## src/design/mps_pkg.sv

```systemverilog
// Purpose: shared constants for the module power sequencer
// Assumes: 50 MHz core clock, main supply presence acts as reset_n
// Notes: times kept in their own units, cycle counts derived from them
package mps_pkg;

   // clock
   localparam longint unsigned MPS_CLK_HZ = 64'd50_000_000;

   // timing, figures in their own units
   localparam longint unsigned MPS_BOOT_TIME_S = 64'd50;
   localparam longint unsigned MPS_RESTART_TIME_S = 64'd1;
   localparam longint unsigned MPS_FINAL_TIME_MS = 64'd100;

   // derived cycle counts (least times, exact divisions here)
   localparam longint unsigned MPS_BOOT_CYCLES = MPS_BOOT_TIME_S * MPS_CLK_HZ;
   localparam longint unsigned MPS_RESTART_CYCLES = MPS_RESTART_TIME_S * MPS_CLK_HZ;
   localparam longint unsigned MPS_FINAL_CYCLES = (MPS_FINAL_TIME_MS * MPS_CLK_HZ) / 64'd1000;

   // register byte offsets
   localparam logic [3:0] MPS_CTRL_OFS = 4'h0;
   localparam logic [3:0] MPS_STATUS_OFS = 4'h4;

   // control register fields
   localparam int MPS_CTRL_IND_EN_BIT = 0;
   localparam int MPS_CTRL_FAST_EN_BIT = 1;
   localparam int MPS_CTRL_SEL_LSB = 2;
   localparam int MPS_CTRL_SEL_MSB = 3;

   // status register fields
   localparam int MPS_ST_RAIL_BIT = 0;
   localparam int MPS_ST_BOOTED_BIT = 1;
   localparam int MPS_ST_PCIE_BIT = 2;
   localparam int MPS_ST_FINAL_BIT = 3;
   localparam int MPS_ST_HALT_BIT = 4;
   localparam int MPS_ST_FAST_BIT = 5;

   // widths and reset values
   localparam int MPS_GPIO_W = 4;
   localparam int MPS_CNT_W = 32;
   localparam logic [31:0] MPS_DATA_ZERO = 32'h0000_0000;
   localparam logic [MPS_CNT_W-1:0] MPS_CNT_ZERO = 32'h0000_0000;
   localparam logic [MPS_CNT_W-1:0] MPS_CNT_ONE = 32'h0000_0001;

   // sequencer states
   typedef enum logic [2:0] {
      MPS_OFF,
      MPS_BOOT,
      MPS_ACTIVE,
      MPS_FINAL,
      MPS_DOWN,
      MPS_HALT
   } mps_state_t;

endpackage

```

## src/design/mps_sequencer.sv

```systemverilog
// Purpose: power-state sequencer of a plug-in cellular data card
// Assumes: reset_n follows main supply presence; host drives pins
// Notes: control and status reached over Avalon-MM with waitrequest
//
// Register access over Avalon-MM and the register addresses are this design's own decisions.
`timescale 1ns/10ps
module mps_sequencer
   import mps_pkg::*;
#(
   parameter logic [MPS_CNT_W-1:0] BOOT_CYCLES = MPS_BOOT_CYCLES[MPS_CNT_W-1:0],
   parameter logic [MPS_CNT_W-1:0] RESTART_CYCLES = MPS_RESTART_CYCLES[MPS_CNT_W-1:0],
   parameter logic [MPS_CNT_W-1:0] FINAL_CYCLES = MPS_FINAL_CYCLES[MPS_CNT_W-1:0]
) (
   // clock and main supply reset
   input wire logic clk,
   input wire logic reset_n,
   // avalon-mm slave
   input wire logic [3:0] avs_address,
   input wire logic avs_read,
   input wire logic avs_write,
   input wire logic [31:0] avs_writedata,
   input wire logic [3:0] avs_byteenable,
   output logic [31:0] avs_readdata,
   output logic avs_waitrequest,
   // host control pins
   input wire logic card_power_en,
   input wire logic hard_restart_in_n,
   input wire logic [MPS_GPIO_W-1:0] gpio_in,
   input wire logic host_if_sel,
   // status pins
   output logic ref_rail_out,
   output logic boot_ok_out,
   output logic host_if_pcie_out
);

   // synchronised pins, power pin used unsynchronised
   logic [MPS_GPIO_W+1:0] pins_sync;
   logic power_s;
   logic restart_n_s;
   logic [MPS_GPIO_W-1:0] gpio_s;

   // sequencer state
   mps_state_t state_reg;
   mps_state_t state_next;
   logic [MPS_CNT_W-1:0] seq_cnt_reg;
   logic booted_reg;
   logic fast_cause_reg;

   // hard restart measurement
   logic [MPS_CNT_W-1:0] low_cnt_reg;
   logic restart_prev_reg;
   logic restart_fire_reg;

   // fast trigger edge detection
   logic [MPS_GPIO_W-1:0] gpio_prev_reg;
   logic trig_now;
   logic fast_edge;

   // configuration
   logic ind_en_reg;
   logic fast_en_reg;
   logic [1:0] fast_sel_reg;

   // bus helpers and the boot-entry strobe
   logic bus_req;
   logic bus_ack;
   logic [31:0] status_word;
   logic [31:0] ctrl_word;
   logic enter_boot;

   // all six pins idle high so no restart or edge is seen at release
   mps_sync #(
      .W(MPS_GPIO_W + 2),
      .RST_VAL({(MPS_GPIO_W + 2){1'b1}})
   ) u_pin_sync (
      .clk(clk),
      .reset_n(reset_n),
      .d({host_if_sel, hard_restart_in_n, gpio_in}),
      .q(pins_sync)
   );

   assign restart_n_s = pins_sync[MPS_GPIO_W];
   assign gpio_s = pins_sync[MPS_GPIO_W-1:0];
   // power control is kept off the synchroniser reset value of one
   assign power_s = card_power_en;

   // selected trigger line and its falling edge
   assign trig_now = gpio_s[fast_sel_reg];
   assign fast_edge = fast_en_reg && gpio_prev_reg[fast_sel_reg] && !trig_now;

   // last level of every line, so a new selection cannot fake an edge
   always_ff @(posedge clk or negedge reset_n) begin
      if (!reset_n) begin
         gpio_prev_reg <= '1;
      end else begin
         gpio_prev_reg <= gpio_s;
      end
   end

   // reset low time, saturating so a long hold never wraps
   always_ff @(posedge clk or negedge reset_n) begin
      if (!reset_n) begin
         low_cnt_reg <= MPS_CNT_ZERO;
      end else if (restart_n_s) begin
         low_cnt_reg <= MPS_CNT_ZERO;
      end else if (low_cnt_reg <= RESTART_CYCLES) begin
         low_cnt_reg <= low_cnt_reg + MPS_CNT_ONE;
      end
   end

   // restart fires on release, only after more than the hold time
   always_ff @(posedge clk or negedge reset_n) begin
      if (!reset_n) begin
         restart_prev_reg <= 1'b1;
         restart_fire_reg <= 1'b0;
      end else begin
         restart_prev_reg <= restart_n_s;
         restart_fire_reg <= restart_n_s && !restart_prev_reg
                             && (low_cnt_reg > RESTART_CYCLES);
      end
   end

   // next state
   always_comb begin
      state_next = state_reg;
      if (restart_fire_reg) begin
         state_next = MPS_BOOT;
      end else begin
         unique case (state_reg)
            MPS_OFF: begin
               // low level on restart pin also powers up
               if (power_s || !restart_n_s) begin
                  state_next = MPS_BOOT;
               end
            end
            MPS_BOOT: begin
               // graceful request has no effect here
               if (fast_edge) begin
                  state_next = MPS_FINAL;
               end else if (seq_cnt_reg >= BOOT_CYCLES - MPS_CNT_ONE) begin
                  state_next = MPS_ACTIVE;
               end
            end
            MPS_ACTIVE: begin
               if (!power_s || fast_edge) begin
                  state_next = MPS_FINAL;
               end
            end
            MPS_FINAL: begin
               // power and trigger pins ignored until the finalization count expires
               if (seq_cnt_reg >= FINAL_CYCLES - MPS_CNT_ONE) begin
                  state_next = MPS_DOWN;
               end
            end
            MPS_DOWN: begin
               // after a fast shutdown with the indicator in use the card stays off
               if (fast_cause_reg && ind_en_reg) begin
                  state_next = MPS_HALT;
               end else begin
                  state_next = MPS_OFF;
               end
            end
            MPS_HALT: begin
               state_next = MPS_HALT;
            end
         endcase
      end
   end

   assign enter_boot = (state_next == MPS_BOOT) && (state_reg != MPS_BOOT || restart_fire_reg);

   // state register
   always_ff @(posedge clk or negedge reset_n) begin
      if (!reset_n) begin
         state_reg <= MPS_OFF;
      end else begin
         state_reg <= state_next;
      end
   end

   // phase counter, restarted on every state change
   always_ff @(posedge clk or negedge reset_n) begin
      if (!reset_n) begin
         seq_cnt_reg <= MPS_CNT_ZERO;
      end else if (state_next != state_reg || enter_boot) begin
         seq_cnt_reg <= MPS_CNT_ZERO;
      end else if (state_reg == MPS_BOOT || state_reg == MPS_FINAL) begin
         seq_cnt_reg <= seq_cnt_reg + MPS_CNT_ONE;
      end
   end

   // boot-done flag and shutdown cause
   always_ff @(posedge clk or negedge reset_n) begin
      if (!reset_n) begin
         booted_reg <= 1'b0;
         fast_cause_reg <= 1'b0;
      end else if (enter_boot) begin
         booted_reg <= 1'b0;
         fast_cause_reg <= 1'b0;
      end else begin
         if (state_next == MPS_ACTIVE) begin
            booted_reg <= 1'b1;
         end else if (state_next == MPS_DOWN || state_next == MPS_OFF) begin
            booted_reg <= 1'b0;
         end
         if (state_reg != MPS_FINAL && state_next == MPS_FINAL) begin
            fast_cause_reg <= fast_edge;
         end
      end
   end

   // host interface choice latched as power-on begins
   always_ff @(posedge clk or negedge reset_n) begin
      if (!reset_n) begin
         host_if_pcie_out <= 1'b0;
      end else if (enter_boot) begin
         host_if_pcie_out <= !pins_sync[MPS_GPIO_W+1];
      end
   end

   // pin outputs straight from flops
   always_ff @(posedge clk or negedge reset_n) begin
      if (!reset_n) begin
         ref_rail_out <= 1'b0;
         boot_ok_out <= 1'b0;
      end else begin
         // rail falls only when finalization is over
         ref_rail_out <= (state_next == MPS_BOOT) || (state_next == MPS_ACTIVE)
                         || (state_next == MPS_FINAL);
         // indicator stays low unless software turned it on
         boot_ok_out <= ind_en_reg && !enter_boot
                        && ((state_next == MPS_ACTIVE) || (state_next == MPS_FINAL));
      end
   end

   // avalon handshake: one wait cycle, then a single answer cycle
   assign bus_req = (avs_read || avs_write) && !(avs_read && avs_write);
   assign bus_ack = bus_req && !avs_waitrequest;

   always_ff @(posedge clk or negedge reset_n) begin
      if (!reset_n) begin
         avs_waitrequest <= 1'b1;
      end else begin
         avs_waitrequest <= !(bus_req && avs_waitrequest);
      end
   end

   // register views
   always_comb begin
      ctrl_word = MPS_DATA_ZERO;
      ctrl_word[MPS_CTRL_IND_EN_BIT] = ind_en_reg;
      ctrl_word[MPS_CTRL_FAST_EN_BIT] = fast_en_reg;
      ctrl_word[MPS_CTRL_SEL_MSB:MPS_CTRL_SEL_LSB] = fast_sel_reg;
      status_word = MPS_DATA_ZERO;
      status_word[MPS_ST_RAIL_BIT] = ref_rail_out;
      status_word[MPS_ST_BOOTED_BIT] = booted_reg;
      status_word[MPS_ST_PCIE_BIT] = host_if_pcie_out;
      status_word[MPS_ST_FINAL_BIT] = (state_reg == MPS_FINAL);
      status_word[MPS_ST_HALT_BIT] = (state_reg == MPS_HALT);
      status_word[MPS_ST_FAST_BIT] = fast_cause_reg;
   end

   // read data loaded as waitrequest drops, unmapped reads zero
   always_ff @(posedge clk or negedge reset_n) begin
      if (!reset_n) begin
         avs_readdata <= MPS_DATA_ZERO;
      end else if (avs_read && !avs_write && avs_waitrequest) begin
         unique case (avs_address)
            MPS_CTRL_OFS: avs_readdata <= ctrl_word;
            MPS_STATUS_OFS: avs_readdata <= status_word;
            default: avs_readdata <= MPS_DATA_ZERO;
         endcase
      end
   end

   // configuration, wiped at every power-up so features start disabled
   always_ff @(posedge clk or negedge reset_n) begin
      if (!reset_n) begin
         ind_en_reg <= 1'b0;
         fast_en_reg <= 1'b0;
         fast_sel_reg <= 2'h0;
      end else if (enter_boot) begin
         ind_en_reg <= 1'b0;
         fast_en_reg <= 1'b0;
         fast_sel_reg <= 2'h0;
      end else if (bus_ack && avs_write && avs_address == MPS_CTRL_OFS
                   && avs_byteenable[0]) begin
         ind_en_reg <= avs_writedata[MPS_CTRL_IND_EN_BIT];
         fast_en_reg <= avs_writedata[MPS_CTRL_FAST_EN_BIT];
         fast_sel_reg <= avs_writedata[MPS_CTRL_SEL_MSB:MPS_CTRL_SEL_LSB];
      end
   end

endmodule

```

## src/design/mps_sync.sv

```systemverilog
// Purpose: two-flop synchroniser for a group of level inputs
// Assumes: inputs are levels that stay put for several clocks
// Notes: first stage is read only by the second stage
`timescale 1ns/10ps
module mps_sync #(
   parameter int W = 1,
   parameter logic [W-1:0] RST_VAL = '0
) (
   // clock and reset
   input wire logic clk,
   input wire logic reset_n,
   // data
   input wire logic [W-1:0] d,
   output logic [W-1:0] q
);

   logic [W-1:0] meta_reg;

   // double flop, idle value loaded under reset
   always_ff @(posedge clk or negedge reset_n) begin
      if (!reset_n) begin
         meta_reg <= RST_VAL;
         q <= RST_VAL;
      end else begin
         meta_reg <= d;
         q <= meta_reg;
      end
   end

endmodule

```

## config.mk

```make
export PLATFORM = sky130hd
export DESIGN_NAME = mps_sequencer
export DESIGN_NICKNAME = d
export VERILOG_FILES = /design/src/design/mps_pkg.sv /design/src/design/mps_sequencer.sv /design/src/design/mps_sync.sv
export SDC_FILE = /design/constraint.sdc
export NUM_CORES = 1
export LEC_CHECK = 0
export CORE_MARGIN = 1.5
export CORE_UTILIZATION = 40
export CTS_BUF_LIST = sky130_fd_sc_hd__clkbuf_2 sky130_fd_sc_hd__clkbuf_4 sky130_fd_sc_hd__clkbuf_8
export CTS_CLUSTER_SIZE = 14
export DETAILED_ROUTE_END_ITERATION = 10
export DONT_BUFFER_PORTS = 1
export GPL_ROUTABILITY_DRIVEN = 0
export PLACE_DENSITY = 0.58
export SLEW_MARGIN = 20
export SYNTH_ARGS = -nofsm -noshare
export SYNTH_HDL_FRONTEND = slang
export SYNTH_SLANG_ARGS = --single-unit
export TNS_END_PERCENT = 20
```

## constraint.sdc

```tcl
create_clock -name clk -period 3.48 [get_ports clk]
set_input_delay 0 -clock clk [delete_from_list [all_inputs] [get_ports clk]]
set_output_delay 0 -clock clk [all_outputs]
set_load 0.05 [all_outputs]
```

==> flow_summary.yaml <==
power_and_ir_drop:
  power_density_mw_per_mm2: 371
  p_leak_nw: 2.56
  ir_drop_v: 0.000215
setup_path:
  path_cells: "or4_4 -> nor2_1 -> or4b_1 -> a31oi_1 -> and3_1 -> o31a_4 -> nor3_1"
  cp_slowest_stage_delay_ps: 560
  critPathMaxFanout: 32
  critPathSlowestCell: "or4_4"
  crit_required_ps: 3720
  arrival_ps: 3030
  endpoint_kind: "flop"
  cp-startpoint: "seq_cnt_reg[29]$_DFFE_PN0P_"
  reg2reg_slack_ps: 700
  start_kind: "flop"
  worstSetupPathType: "reg -> reg"
  r2r_start: "seq_cnt_reg[29]$_DFFE_PN0P_"
floorplan:
  die_h_um: 118
  io_pins: 87
  rows: 41
  die_area_sq_mm: 0.0140
  initial_utilization_pct: 41.6
  die_x_um: 118
  coreArea_sq_mm: 0.0128
layout:
  drive_gt1_share_pct: 11.4
  area_growth_pct: 8.63
  fillers: 1234
  finalNetCount: 601
  instances_no_fill: 723
  antenna_cells: 0
clocking:
  cts.sinks: 101
  clkSlewWorstSetupHoldPaths_ps: 110
  post_cts_buffers: 0
  htreeDepth: 3
  cts_root_buf: "clkbuf_8"
  numCtsBuffers: 9
  cts_max_path_buffers: 2
  clock_latency_ps: 380
  cts_tree: "yes"
  cts_resized: 0
synth:
  yosys_most_used_dff: "dfrtp_1"
  synth-edff-count: 0
  yosys-top-cells-count: "dfrtp_1, nor2_1, nand2_1, nor3_1, xor2_1"
  synthArstFlopShare_pct: 100
  syn_area_sq_mm: 0.00531
  yosysWarnings: 0
  synth_top_area_share_pct: 39.1
  yosysMostFrequentCell: "dfrtp_1"
  synth_top_cell_by_area: "dfrtp_1"
  synth_cells: 532
  synth_area_leaders: "dfrtp_1, dfstp_2, xor2_1"
  synth.avg_cell_area_sq_um: 9.98
  synth-seq-cells: 101
  ys_types: 67
  ys_seq_area_share_pct: 48.0
detailed_routing:
  wl_met1_mm: 5.06
  wl_met2_mm: 5.12
  dr_wl_met3_um: 287
  drtIter0Drc: 265
  ant_nets: 0
  routed_wirelength_mm: 10.6
  drc: 0
  highest_layer: "met4"
  vias: 3836
  post_drt_wl_per_cell_um: 14.7
  vias_per_cell: 5.31
  drtPass1Iterations: 4
placement:
  port_buffers: 0
  hpwl_mm: 6.81
  placed_cells: 687
sta:
  relSlewSlack_pct: 55.2
  max_freq_ghz: 0.359
  finClkSkew_ps: 17.1
  slew_viol_final: 0
  setup_tns_ps: 0
  post-route-period-util_pct: 80.0
  hold_viol: 0
  rsz0062_at_grt: "false"
  setup_violations: 0
  worstMarginPinSlew_ps: 670
  period_needed_ps: 2780
job:
  drv_cap: 0
global_route:
  grt_pass1_wl_mm: 18.4
  antenna_found_initial: 0
  first_global_vias: 3789
  overflow: 0
  grt_use_total_pct: 16.1
  grt_max_degree: 102
worst_hold_path:
  hp-class: "in -> reg"
  worst_hold_startpoint: "avs_write"
run_status:
  status: "complete, no violations"
## placed cells by master (no fill, tap or decap), types with 9 or more instances in the layout
master,netlist,final
dlygate4sd3_1,0,19
conb_1,1,26
nand3_1,24,24
nand4_1,17,17
nor2_1,45,45
inv_1,13,13
nand2_1,35,35
nor2b_1,11,11
and3_1,13,13
dfstp_2,18,18
xor2_1,30,30
and4_1,13,13
o21ai_0,16,16
clkbuf_8,0,9
dfrtp_1,83,83
a21oi_1,14,14
xnor2_1,16,16
nor3_1,35,35
## where the power goes
| group | internal, mW | switching, mW | leakage, nW |
|---|---|---|---|
| clock | 0.289 | 0.480 | 0.105 |
| combinational | 0.0324 | 0.112 | 1.12 |
| sequential | 1.20 | 0.0263 | 1.34 |
## cell families (layout without fill, tap and decap cells)
logic type      Yosys count  after routing  synth area share, %
simple gates            246            246                 26.1
flops                   101            101                 48.0
compound gates           67             67                 8.93
buf+inv                  60             54                 6.98
xor+xnor                 46             46                 7.59
mux                       7              7                 1.34
fa+ha+maj                 4              4                0.943
other cells               1             26               0.0706
## metal layers
layer | GRT usage (%) | vias to the layer above
met3 | 3.47 | 13
met1 | 21.3 | 1898
met5 | 0 | -
li1 | - | 1869
met4 | 5.03 | 0
met2 | 26.2 | 56
## cell type report
cell class                      instances  area (sq um)  share of cell area, %
Multi-Input combinational cell        396          2480                   43.0
Tap cell                              172           215                   3.73
Inverter                               13          48.8                  0.846
Sequential cell                       101          2550                   44.2
Clock inverter                          7          91.3                   1.58
Timing Repair Buffer                   25           255                   4.43
Clock buffer                            9           124                   2.15
## timing repair
action	in CTS	in global routing
hold buffers	20	0
hold endpoints to repair	117	0
endpoints found under the setup margin	0	0
## critical path: cells and delay by family (launching register included)
| family | cells | cell delay, ps |
|---|---|---|
| AND/OR/NAND/NOR | 5 | 1570 |
| flip-flops | 1 | 430 |
| AO/OA/AOI/OAI | 2 | 630 |
## stage by stage
| stage | power (mW) | hold WS, ps | setup slack [ps] | cell area [sq um] | util [%] |
|---|---|---|---|---|---|
| 2_1_floorplan | 1.36 | -296 | 1080 | 5400 | - |
| 3_3_place_gp | 1.35 | -290 | 772 | 5330 | 41.8 |
| 3_5_place_dp | 1.35 | -290 | 728 | 5330 | 41.8 |
| 4_1_cts | 2.17 | 6.24 | 692 | 5770 | 45.1 |
| 5_1_grt | 2.23 | 41.3 | 525 | 5770 | 45.1 |
| 6_report | 2.14 | 18.9 | 696 | 5770 | 45.1 |
## path summary, 6_finish.rpt
kind	to	cells after the start
max	seq_cnt_reg[11]$_DFFE_PN0P_	7
min	fast_sel_reg[1]$_DFFE_PN0P_	3
max reg2reg	seq_cnt_reg[11]$_DFFE_PN0P_	7
min reg2reg	u_pin_sync.q[0]$_DFF_PN1_	0
max in group asynchronous	u_pin_sync.q[4]$_DFF_PN1_	2
min in group asynchronous	seq_cnt_reg[20]$_DFFE_PN0P_	2
(Power assumes the default switching activity.)
